===== src/pkg/uips_pkg.sv =====
// Constants for the UART interrupt priority and status unit.
// Operation
// - Six priority levels, one source reported
// - Read returns highest pending level code
// - No other source reported while pending
// - Read clears only the reported source
// - Line status: level 1, code 000110
// - Rx data 000100, time-out 001100, level 2
// - Tx empty 000010 level 3; modem 000000
// - Xoff or special char: level 5, 010000
// - CTS/RTS change: level 6, code 100000
// - Bits 7:6 show FIFOs enabled, default 0
// - Bits 5:4 only with enhanced bit 4
// - Xoff bit holds until Xon arrives; a clear write also drops it
// - Bits 3:1 encode levels 1 to 4
// - Bit 0 low while interrupt pending
// - FIFO control bit 0 enables both FIFOs
`default_nettype none
package uips_pkg;
	// Number of interrupt sources, index 0 is highest priority
	localparam int unsigned NSRC = 7;
	localparam int unsigned SRC_LS = 0;
	localparam int unsigned SRC_RXD = 1;
	localparam int unsigned SRC_RTO = 2;
	localparam int unsigned SRC_TXE = 3;
	localparam int unsigned SRC_MS = 4;
	localparam int unsigned SRC_XOFF = 5;
	localparam int unsigned SRC_FLOW = 6;
	// Identification codes in bits 5:0, indexed by source
	localparam logic [5:0] CODE_LS = 6'h06;
	localparam logic [5:0] CODE_RXD = 6'h04;
	localparam logic [5:0] CODE_RTO = 6'h0C;
	localparam logic [5:0] CODE_TXE = 6'h02;
	localparam logic [5:0] CODE_MS = 6'h00;
	localparam logic [5:0] CODE_XOFF = 6'h10;
	localparam logic [5:0] CODE_FLOW = 6'h20;
	localparam logic [5:0] CODE_NONE = 6'h01;
	localparam logic [5:0] SRC_CODE [NSRC] = '{CODE_LS, CODE_RXD, CODE_RTO,
		CODE_TXE, CODE_MS, CODE_XOFF, CODE_FLOW};
	// Sources that need the enhanced feature bit
	localparam logic [6:0] ENH_SRC_MASK = 7'h60;
	// Register byte addresses on the bus
	localparam logic [7:0] ADR_IDENT = 8'h00;
	localparam logic [7:0] ADR_FIFO_CTL = 8'h04;
	localparam logic [7:0] ADR_ENH = 8'h08;
	localparam logic [7:0] ADR_STATUS = 8'h0C;
	localparam logic [7:0] ADR_CLEAR = 8'h10;
	localparam logic [7:0] ADR_ENABLE = 8'h14;
	// Field positions
	localparam int unsigned FIFO_EN_BIT = 0;
	localparam int unsigned ENH_EN_BIT = 4;
	// Reset values
	localparam logic [7:0] IDENT_RST = 8'h01;
	localparam logic [7:0] ENH_RST = 8'h00;
	localparam logic [6:0] SRC_RST = 7'h00;
	localparam logic [31:0] DATA_ZERO = 32'h0000_0000;
	// Bus slave states
	typedef enum logic [0:0] {
		UIPS_IDLE = 1'b0,
		UIPS_ACK = 1'b1
	} uips_bus_st_t;
endpackage : uips_pkg
`default_nettype wire


===== src/core/uips_prio_enc.sv =====
// Priority encoder that picks the highest pending interrupt source.
`default_nettype none
module uips_prio_enc
	import uips_pkg::*;
(
	input wire logic [6:0] req_i,
	output logic hit_o,
	output logic [5:0] code_o,
	output logic [6:0] onehot_o
);
	// Walk from lowest priority up so the highest request wins
	always_comb begin
		hit_o = 1'b0;
		code_o = CODE_NONE;
		onehot_o = SRC_RST;
		for (int i = NSRC - 1; i >= 0; i--) begin
			if (req_i[i]) begin
				hit_o = 1'b1;
				code_o = SRC_CODE[i];
				onehot_o = SRC_RST;
				onehot_o[i] = 1'b1;
			end
		end
	end
endmodule // uips_prio_enc
`default_nettype wire


===== src/core/uips_wb_slave.sv =====
// Classic Wishbone handshake: takes a request, answers one cycle later.
`default_nettype none
module uips_wb_slave
	import uips_pkg::*;
(
	input wire logic clk_i,
	input wire logic rst_i,
	input wire logic cyc_i,
	input wire logic stb_i,
	input wire logic we_i,
	input wire logic [3:0] sel_i,
	output logic rd_o,
	output logic wr_o,
	output logic ack_o
);
	uips_bus_st_t st; // Handshake state
	wire logic take = (st == UIPS_IDLE) && cyc_i && stb_i; // New request
	// Low byte lane carries every register
	assign wr_o = take && we_i && sel_i[0];
	assign rd_o = take && !we_i;
	assign ack_o = (st == UIPS_ACK);
	// Ack stands one cycle; a request still held after it is taken again
	always_ff @(posedge clk_i) begin
		if (rst_i) begin
			st <= UIPS_IDLE;
		end else begin
			unique case (st)
				UIPS_IDLE: st <= take ? UIPS_ACK : UIPS_IDLE;
				UIPS_ACK: st <= UIPS_IDLE;
			endcase
		end
	end
endmodule // uips_wb_slave
`default_nettype wire


===== src/core/uips_top.sv =====
// Interrupt prioritisation and identification unit of a UART.
//
// Local design decisions: the address map and the Wishbone slave port.
`default_nettype none
module uips_top
	import uips_pkg::*;
(
	input wire logic clk_i,
	input wire logic rst_i,
	// Wishbone slave
	input wire logic cyc_i,
	input wire logic stb_i,
	input wire logic we_i,
	input wire logic [7:0] adr_i,
	input wire logic [3:0] sel_i,
	input wire logic [31:0] dat_i,
	output logic [31:0] dat_o,
	output logic ack_o,
	// Source events, one-cycle pulses
	input wire logic line_status_evt_i,
	input wire logic rx_data_evt_i,
	input wire logic rx_timeout_evt_i,
	input wire logic tx_empty_evt_i,
	input wire logic modem_evt_i,
	input wire logic xoff_evt_i,
	input wire logic xon_evt_i,
	input wire logic flow_evt_i,
	// Outputs to the rest of the UART
	output logic irq_o,
	output logic fifo_en_o,
	output logic enh_en_o
);
	// Bus strobes
	logic bus_rd; // Read taken this cycle
	logic bus_wr; // Write taken this cycle
	logic bus_ack; // Answer cycle
	logic rd_ident_q; // Last answered read was identification

	// Stored state
	logic fifo_en; // FIFO enable control
	logic [7:0] enh; // Enhanced feature register
	logic [6:0] pend; // Sticky pending sources, also status register
	logic [6:0] src_en; // Per-source enable
	logic [6:0] next_pend; // Next value of pend
	logic irq; // Registered interrupt
	logic [31:0] rdata; // Read data register

	// Priority results
	logic hit; // Some source reportable
	logic [5:0] code; // Code of highest source
	logic [6:0] cur_oh; // One-hot of reported source

	uips_wb_slave u_bus (
		.clk_i(clk_i),
		.rst_i(rst_i),
		.cyc_i(cyc_i),
		.stb_i(stb_i),
		.we_i(we_i),
		.sel_i(sel_i),
		.rd_o(bus_rd),
		.wr_o(bus_wr),
		.ack_o(bus_ack)
	);

	// Address decode
	wire logic sel_ident = (adr_i == ADR_IDENT);
	wire logic sel_fcr = (adr_i == ADR_FIFO_CTL);
	wire logic sel_enh = (adr_i == ADR_ENH);
	wire logic sel_stat = (adr_i == ADR_STATUS);
	wire logic sel_clr = (adr_i == ADR_CLEAR);
	wire logic sel_en = (adr_i == ADR_ENABLE);
	wire logic rd_ident = bus_rd && sel_ident;
	wire logic wr_clr = bus_wr && sel_clr;

	// Incoming events in source order
	wire logic [6:0] evt = {flow_evt_i, xoff_evt_i, modem_evt_i, tx_empty_evt_i,
		rx_timeout_evt_i, rx_data_evt_i, line_status_evt_i};

	// Upper sources only take part with the enhanced bit set
	wire logic enh_on = enh[ENH_EN_BIT];
	wire logic [6:0] enh_mask = enh_on ? 7'h7F : ~ENH_SRC_MASK;
	wire logic [6:0] reportable = pend & src_en & enh_mask;

	uips_prio_enc u_enc (
		.req_i(reportable),
		.hit_o(hit),
		.code_o(code),
		.onehot_o(cur_oh)
	);

	// Identification value as software sees it
	wire logic [1:0] fifo_bits = {2{fifo_en}};
	wire logic [5:0] low_bits = hit ? code : CODE_NONE;
	wire logic [7:0] ident_val = {fifo_bits, low_bits};

	// A read clears only the source it reports
	wire logic [6:0] rd_clr = (rd_ident && hit) ? cur_oh : SRC_RST;
	wire logic [6:0] wr_clr_v = wr_clr ? dat_i[6:0] : SRC_RST;

	// Pending flags: set beats any clear in the same cycle
	for (genvar i = 0; i < NSRC; i++) begin : g_pend
		if (i == SRC_XOFF) begin : g_xoff
			// Xoff stays until Xon or a clear write, a read does not drop it
			assign next_pend[i] = evt[i] |
				(pend[i] & !xon_evt_i & !wr_clr_v[i]);
		end else begin : g_norm
			assign next_pend[i] = evt[i] |
				(pend[i] & !rd_clr[i] & !wr_clr_v[i]);
		end
	end

	// Read multiplexer, unmapped words read as zero
	logic [31:0] next_rdata; // Next read data
	always_comb begin
		next_rdata = DATA_ZERO;
		if (sel_ident) begin
			next_rdata[7:0] = ident_val;
		end else if (sel_fcr) begin
			next_rdata[FIFO_EN_BIT] = fifo_en;
		end else if (sel_enh) begin
			next_rdata[7:0] = enh;
		end else if (sel_stat) begin
			next_rdata[6:0] = pend;
		end else if (sel_en) begin
			next_rdata[6:0] = src_en;
		end
	end

	// Sources and interrupt output
	always_ff @(posedge clk_i) begin
		if (rst_i) begin
			pend <= SRC_RST;
			irq <= 1'b0;
		end else begin
			pend <= next_pend;
			irq <= |(next_pend & src_en & enh_mask);
		end
	end

	// Control registers written by software
	always_ff @(posedge clk_i) begin
		if (rst_i) begin
			fifo_en <= 1'b0;
			enh <= ENH_RST;
			src_en <= SRC_RST;
		end else if (bus_wr) begin
			if (sel_fcr) begin
				fifo_en <= dat_i[FIFO_EN_BIT];
			end
			if (sel_enh) begin
				enh <= dat_i[7:0];
			end
			if (sel_en) begin
				src_en <= dat_i[6:0];
			end
		end
	end

	// Read data is captured at the taking edge, clear happens at the same edge
	always_ff @(posedge clk_i) begin
		if (rst_i) begin
			rdata <= DATA_ZERO;
			rd_ident_q <= 1'b0;
		end else if (bus_rd) begin
			rdata <= next_rdata;
			rd_ident_q <= sel_ident;
		end
	end

	assign dat_o = rdata;
	assign ack_o = bus_ack;
	assign irq_o = irq;
	assign fifo_en_o = fifo_en;
	assign enh_en_o = enh_on;
endmodule // uips_top
`default_nettype wire


===== config.mk =====
export PLATFORM = sky130hd
export DESIGN_NAME = uips_top
export DESIGN_NICKNAME = d
export VERILOG_FILES = /design/src/pkg/uips_pkg.sv /design/src/core/uips_prio_enc.sv /design/src/core/uips_wb_slave.sv /design/src/core/uips_top.sv
export SDC_FILE = /design/constraint.sdc
export NUM_CORES = 1
export LEC_CHECK = 0
export BUFFER_PORTS_ARGS = -buffer_cell sky130_fd_sc_hd__buf_4
export CORE_ASPECT_RATIO = 1.5
export CORE_MARGIN = 2
export CORE_UTILIZATION = 49
export CTS_CLUSTER_SIZE = 12
export DETAILED_ROUTE_END_ITERATION = 16
export GPL_TIMING_DRIVEN = 1
export HOLD_SLACK_MARGIN = 0.12
export PLACE_DENSITY = 0.84
export SYNTH_ARGS = -nofsm -noshare
export SYNTH_HDL_FRONTEND = slang
export SYNTH_SLANG_ARGS = --single-unit

===== constraint.sdc =====
create_clock -name clk_i -period 4.64 [get_ports clk_i]
set_input_delay 0.696 -clock clk_i [delete_from_list [all_inputs] [get_ports clk_i]]
set_output_delay 0.696 -clock clk_i [all_outputs]
set_load 0.01 [all_outputs]

# [Word level (Yosys, flattened, before mapping)]
# Cells that the tools add are included.
[word_totals] regBits=33 output_inout_bits=36 word_cells=100
[classes] eq_ne=5 n_mux=34 n_bitwise=26 n_reduce_logical=28
[ops] cell="7-bit 2-to-1 mux" count=14
[ops] cell="6-bit 2-to-1 mux" count=8
[ops] cell="7-bit AND" count=4
[ops] cell="8-bit by 4-bit == test with 1-bit output, second input constant" count=2
[ops] cell="8-bit by 5-bit == test with 1-bit output, second input constant" count=2
[ops] cell="1-bit logical NOT" count=15
[ops] cell="1-bit AND" count=14
[ops] cell="1-bit 2-to-1 mux" count=10
[ops] cell="8-bit by 3-bit == test with 1-bit output, second input constant" count=1
[ops] cell="1-bit logical AND" count=8
[ops] cell="8-bit logical NOT" count=1
[ops] cell="8-bit 2-to-1 mux" count=1
[ops] cell="1-bit OR" count=7
[ops] cell="7-bit OR reduction" count=1
[ops] cell="2-bit AND reduction" count=3
[ops] cell="1-bit case mux with 2 select lines" count=1
[ops] cell="1-bit inverter" count=1

# [Logic depth before layout (Yosys ltp)]
[depth] word_depth=18 ltp_mapped=7

# [Hierarchy]
# From an unflattened synthesis, not the netlist that was laid out.
[hier_totals] cells_unflattened=249 area_unflattened_um2=2138.3
[modules_own_cells] module="uips_top" n_inst=1 cells_per_inst=225 area_each_um2=1931.9 seq_area_each_um2=640.6
[modules_own_cells] module="uips_prio_enc" n_inst=1 cells_per_inst=18 area_each_um2=148.9 seq_area_each_um2=0.0
[modules_own_cells] module="uips_wb_slave" n_inst=1 cells_per_inst=6 area_each_um2=57.6 seq_area_each_um2=20.0

# [Least setup slack after synthesis]
# Ideal clock, no wire load.
[synth_path] path_type="in2reg" startpoint="input adr_i[2]" endpoint="register irq (netlist: irq_o)" setup_ps=139 arrival_ps=2380 required_time_ps=4501 slack_ps=2121 cell_stages=6 n_path_buf=1 cell_sequence="or4_4 -> buf_6 -> nor4_4 -> a221oi_2 -> a2111oi_1 -> a41oi_1"
[synth_between] elab_chain_len=11 elab_cells_between_ends=43 classes_between="eq/ne (1); mux (2); bitwise (22); reduce/logical (18)"
[synth_rtl] item="from (decl)" line_no="uips_top.sv:14" text="input wire logic [7:0] adr_i,"
[synth_rtl] item="8-bit logical NOT" line_no="uips_top.sv:66" text="wire logic sel_ident = (adr_i == ADR_IDENT);"
[synth_rtl] item="1-bit logical AND" line_no="uips_top.sv:72" text="wire logic rd_ident = bus_rd && sel_ident;"
[synth_rtl] item="1-bit logical AND" line_no="uips_top.sv:97" text="wire logic [6:0] rd_clr = (rd_ident && hit) ? cur_oh : SRC_RST;"
[synth_rtl] item="7-bit 2-to-1 mux" line_no="uips_top.sv:97"
[synth_rtl] item="1-bit logical NOT" line_no="uips_top.sv:108" text="(pend[i] & !rd_clr[i] & !wr_clr_v[i]);"
[synth_rtl] item="1-bit AND (2 in a row)" line_no="uips_top.sv:108"
[synth_rtl] item="1-bit OR" line_no="uips_top.sv:107" text="assign next_pend[i] = evt[i] |"
[synth_rtl] item="7-bit AND * (2 in a row)" line_no="uips_top.sv:136" text="irq <= |(next_pend & src_en & enh_mask);"
[synth_rtl] item="7-bit OR reduction *" line_no="uips_top.sv:136"
[synth_rtl] item="to (signal assigned)" line_no="uips_top.sv:136"
[synth_rtl] item="to (decl)" line_no="uips_top.sv:45" text="logic irq;"
# Every way passes the cells marked *; elsewhere a longest branch is shown, timed or not.
# A chain may end at the register's enable or synchronous reset.

# [Final worst setup path]
[layout_path] startpoint="input adr_i[5]" endpoint="register src_en[2]"
[layout_between] elab_chain_len=2
[layout_rtl] item="8-bit by 5-bit == test with 1-bit output" line_no="uips_top.sv:71" text="wire logic sel_en = (adr_i == ADR_ENABLE);"
[layout_rtl] item="2-bit AND reduction (no source line)"
[layout_rtl] item="to (signal assigned)" line_no="uips_top.sv:154" text="src_en <= dat_i[6:0];"
[layout_rtl] item="to (decl)" line_no="uips_top.sv:43" text="logic [6:0] src_en;"
# Every way passes these cells.

==> impl_metrics.prom <==
# TYPE chip_impl_metric gauge
chip_impl_metric{name="areaGrowthSynthToFinish",unit="%"} 17.2
chip_impl_metric{name="synth-async-reset-ratio",unit=""} 0
chip_impl_metric{name="data_required_time_at_the_worst_endpoint",unit="ns"} 4.81
chip_impl_metric{name="crit_path_arrival_time",unit="ns"} 3.09
chip_impl_info{name="dr.max_layer_used",value="met4"} 1
chip_impl_metric{name="fillers",unit=""} 347
chip_impl_metric{name="met2RoutedLength",unit="um"} 2490
chip_impl_metric{name="synth_enable_flop_cells",unit=""} 0
chip_impl_metric{name="drive_gt1_frac",unit=""} 0.223
chip_impl_metric{name="globalplace.congestion",unit=""} 0.845
chip_impl_info{name="cts_tree",value="built"} 1
chip_impl_metric{name="cts_hold_buffers",unit=""} 0
chip_impl_metric{name="ctsLongestPathBuffers",unit=""} 2
chip_impl_metric{name="hold_viol_final",unit=""} 0
chip_impl_metric{name="via_per_instance_ratio",unit=""} 6.03
chip_impl_metric{name="drt_pre_antenna_iters",unit=""} 6
chip_impl_metric{name="detail_route.drc_violations",unit=""} 0
chip_impl_info{name="hold_path.class",value="flop to flop"} 1
chip_impl_metric{name="die_height",unit="um"} 80.2
chip_impl_metric{name="grt-ovfl-total",unit=""} 0
chip_impl_metric{name="worst-path-max-fanout",unit=""} 7
chip_impl_metric{name="cts_resized",unit=""} 0
chip_impl_metric{name="maxCapViolations",unit=""} 0
chip_impl_metric{name="pin_count",unit=""} 93
chip_impl_metric{name="count_of_mapped_cells_out_of_synthesis",unit=""} 221
chip_impl_metric{name="first_iter_violations",unit=""} 111
chip_impl_info{name="min_delay_worst_endpoint",value="dat_o[0]$_SDFFE_PP0P_"} 1
chip_impl_metric{name="ys_seq_elements",unit=""} 33
chip_impl_info{name="timing.critical_path.from_type",value="input pin"} 1
chip_impl_metric{name="final-seq-area",unit="um^2"} 661
chip_impl_metric{name="static-leakage-power",unit="uW"} 0.000864
chip_impl_metric{name="routed_wl",unit="um"} 4790
chip_impl_metric{name="maxSlewHeadroom",unit=""} 0.347
chip_impl_metric{name="total_power_divided_by_cell_area",unit="nW/um^2"} 271
chip_impl_info{name="timing_worst_setup_path_type",value="input pin to flop"} 1
chip_impl_metric{name="synthXorXnorAreaFrac",unit=""} 0
chip_impl_metric{name="syn_avg_cell_area",unit="um^2"} 8.58
chip_impl_metric{name="synth.mux.area_fraction",unit=""} 0.0845
chip_impl_info{name="regToRegEndpoint",value="irq_o$_SDFF_PP0_"} 1
chip_impl_metric{name="synth-simple-area-share",unit=""} 0.265
chip_impl_metric{name="die-width",unit="um"} 54.8
chip_impl_metric{name="dr_wl_met3",unit="um"} 408
chip_impl_metric{name="core.rowCount",unit=""} 27
chip_impl_metric{name="numCtsBuffers",unit=""} 5
chip_impl_info{name="netlist_top_cells_area",value="dfxtp_1 35%, buf_4 9.5%, mux2i_1 8.4%"} 1
chip_impl_info{name="worstHoldStart",value="dat_o[0]$_SDFFE_PP0P_"} 1
chip_impl_metric{name="initial_standard_cell_utilization_of_the_core",unit=""} 0.515
chip_impl_metric{name="finalWorstPathRequiredPeriod",unit="ns"} 2.92
chip_impl_metric{name="max_clock_freq",unit="GHz"} 0.342
chip_impl_metric{name="min_delay_path_depth",unit=""} 2
chip_impl_metric{name="grt_first_pass_wirelength",unit="um"} 7310
chip_impl_metric{name="setup.reg_to_reg.worst_slack",unit="ns"} 2.13
chip_impl_metric{name="grt_max_degree",unit=""} 34
chip_impl_metric{name="max-vdd-ir-drop",unit="mV"} 0.263
chip_impl_metric{name="num_vias",unit=""} 1828
chip_impl_metric{name="final-setup-viol-count",unit=""} 0
chip_impl_info{name="ctsRootBufferMaster",value="clkbuf_8"} 1
chip_impl_metric{name="compound_cell_area_share_of_the_yosys_netlist",unit=""} 0.178
chip_impl_metric{name="clkLatencyLatePin",unit="ns"} 0.29
chip_impl_metric{name="fin_nets",unit=""} 316
chip_impl_info{name="critPathCaptureType",value="flop"} 1
chip_impl_metric{name="multiInputGateArea",unit="um^2"} 1090
chip_impl_metric{name="htreeDepth",unit=""} 2
chip_impl_metric{name="num_antenna_cells",unit=""} 0
chip_impl_metric{name="place.port_buffers",unit=""} 41
chip_impl_metric{name="fin_tns_setup",unit="ns"} 0
chip_impl_info{name="ys_dominant_reg_cell",value="dfxtp_1"} 1
chip_impl_metric{name="clock-skew-final",unit="ns"} 0.00783
chip_impl_metric{name="post-cts-setup-buffer-count",unit=""} 0
chip_impl_metric{name="maxSlewViolCount",unit=""} 0
chip_impl_metric{name="yosysSeqAreaShare",unit=""} 0.349
chip_impl_metric{name="dp.final_hpwl",unit="um"} 3450
chip_impl_metric{name="ys.warnings.count",unit=""} 0
chip_impl_metric{name="synth-adder-area-share",unit=""} 0
chip_impl_metric{name="wirelength_met1",unit="um"} 1730
chip_impl_info{name="largest_family_of_logic_cells_by_synthesized_area",value="simple AND/OR/NAND/NOR gates"} 1
chip_impl_metric{name="antenna_found_initial",unit=""} 0
chip_impl_metric{name="antenna_viol_nets_final",unit=""} 0
chip_impl_metric{name="core_area",unit="um^2"} 3680
chip_impl_metric{name="worst_r2r_path_depth",unit=""} 5
chip_impl_metric{name="clkSlewWorstSetupHoldPaths",unit="ns"} 0.07
chip_impl_metric{name="final.period_utilization",unit=""} 0.630
chip_impl_info{name="critical_path.reg2reg.startpoint",value="pend[2]$_SDFF_PP0_"} 1
chip_impl_metric{name="grt.total_usage",unit=""} 0.233
chip_impl_info{name="run_status",value="complete, no violations"} 1
chip_impl_metric{name="synth_cell_types",unit=""} 51
chip_impl_metric{name="finish.utilization",unit=""} 0.603
chip_impl_metric{name="first_global_vias",unit=""} 1635
chip_impl_metric{name="clkSinkCount",unit=""} 33
chip_impl_info{name="setup_repair_after_global_routing_missed_its_margin",value="false"} 1
chip_impl_metric{name="area_enclosed_by_the_die_boundary",unit="um^2"} 4390
chip_impl_metric{name="share_of_the_synthesized_area_in_the_top_cell_type",unit=""} 0.349
chip_impl_info{name="synthDominantAreaCellType",value="dfxtp_1"} 1
chip_impl_metric{name="wl_per_cell",unit="um"} 15.8
chip_impl_metric{name="worst_slew_pin_slew",unit="ns"} 0.980
chip_impl_metric{name="syn_area",unit="um^2"} 1900
power breakdown:
group          internal [uW]  switching [uW]  leakage, uW  total [uW]
logic                   29.2            37.0     0.000541        66.2
clock network            134             104    0.0000542         237
registers                291            6.81     0.000269         298
total                    454             147     0.000864         601
logic make-up after synthesis:
logic type      count (synthesis)
compound gates                 44
simple gates                   92
buf+inv                        35
flops                          33
mux                            16
other cells                     1
cell usage after synthesis, types with 2 or more instances:
cell type / count
inv_1: 2
a31oi_1: 4
a311oi_1: 3
buf_4: 24
a221oi_1: 2
clkbuf_1: 7
nor2_1: 32
a22oi_1: 9
and2_0: 2
a32oi_1: 2
nor2b_1: 2
and3_1: 3
o211ai_1: 2
a21oi_1: 8
nor4b_1: 3
nand2_1: 12
a222oi_1: 3
nor3_1: 4
nand4_1: 5
dfxtp_1: 33
mux2i_1: 16
nand3_1: 14
cell usage in the layout, fill, tap and decap left out, types with 2 or more instances in the layout:
cell	instances
nor2_1	32
a221oi_1	2
dfxtp_1	33
nor2b_1	2
nand4_1	5
o211ai_1	2
buf_4	41
a21oi_1	8
nor3_1	4
nor4b_1	3
a311oi_1	3
and3_1	3
nand2_1	12
a22oi_1	9
clkbuf_8	7
inv_1	2
a31oi_1	4
conb_1	24
and2_0	2
nand3_1	14
a32oi_1	2
a222oi_1	3
mux2i_1	16
per-stage QoR:
step           setup slack (ns)  std cells  area [um^2]  total power, uW  hold WS, ns
2_1_floorplan              2.12        244         1980              349        0.459
3_3_place_gp               1.53        295         2120              367        0.444
3_5_place_dp               1.46        295         2120              369        0.446
4_1_cts                    1.76        303         2220              604        0.456
5_1_grt                    1.62        303         2220              623        0.505
6_report                   1.72        303         2220              601        0.460
state kept, by name, summed over array words and instances, names as in the netlist:
register / count
irq_o: 1
enh: 8
pend: 7
dat_o: 8
fifo_en_o: 1
src_en: 7
u_bus.ack_o: 1
critical path: stages:
cell,delay [ns]
buf_4,0.12
nor4b_1,0.66
and2_0,0.48
nor2b_1,0.81
mux2i_1,0.27
nor2_1,0.06
worst max-delay path by stage:
stage | startpoint | to
after CTS | adr_i[5] | src_en[2]$_SDFFE_PP0P_
after detailed placement | adr_i[5] | src_en[2]$_SDFFE_PP0P_
final | adr_i[5] | src_en[2]$_SDFFE_PP0P_
after floorplan | adr_i[2] | irq_o$_SDFF_PP0_
after global placement | adr_i[5] | src_en[6]$_SDFFE_PP0P_
after global routing | adr_i[5] | src_en[3]$_SDFFE_PP0P_
routing by layer:
| metal | GRT usage | vias up |
|---|---|---|
| met5 | 0 | - |
| met4 | 0.153 | 0 |
| met3 | 0.0539 | 20 |
| met2 | 0.373 | 108 |
| met1 | 0.263 | 844 |
| li1 | - | 856 |
area by class of cell:
cell class,instances,area share
Clock inverter,1,0.00225
Tap cell,43,0.0242
Clock buffer,7,0.0434
Timing Repair Buffer,41,0.139
Multi-Input combinational cell,176,0.491
Sequential cell,33,0.297
Inverter,2,0.00338
No activity file was read; power rests on OpenSTA's default activity.
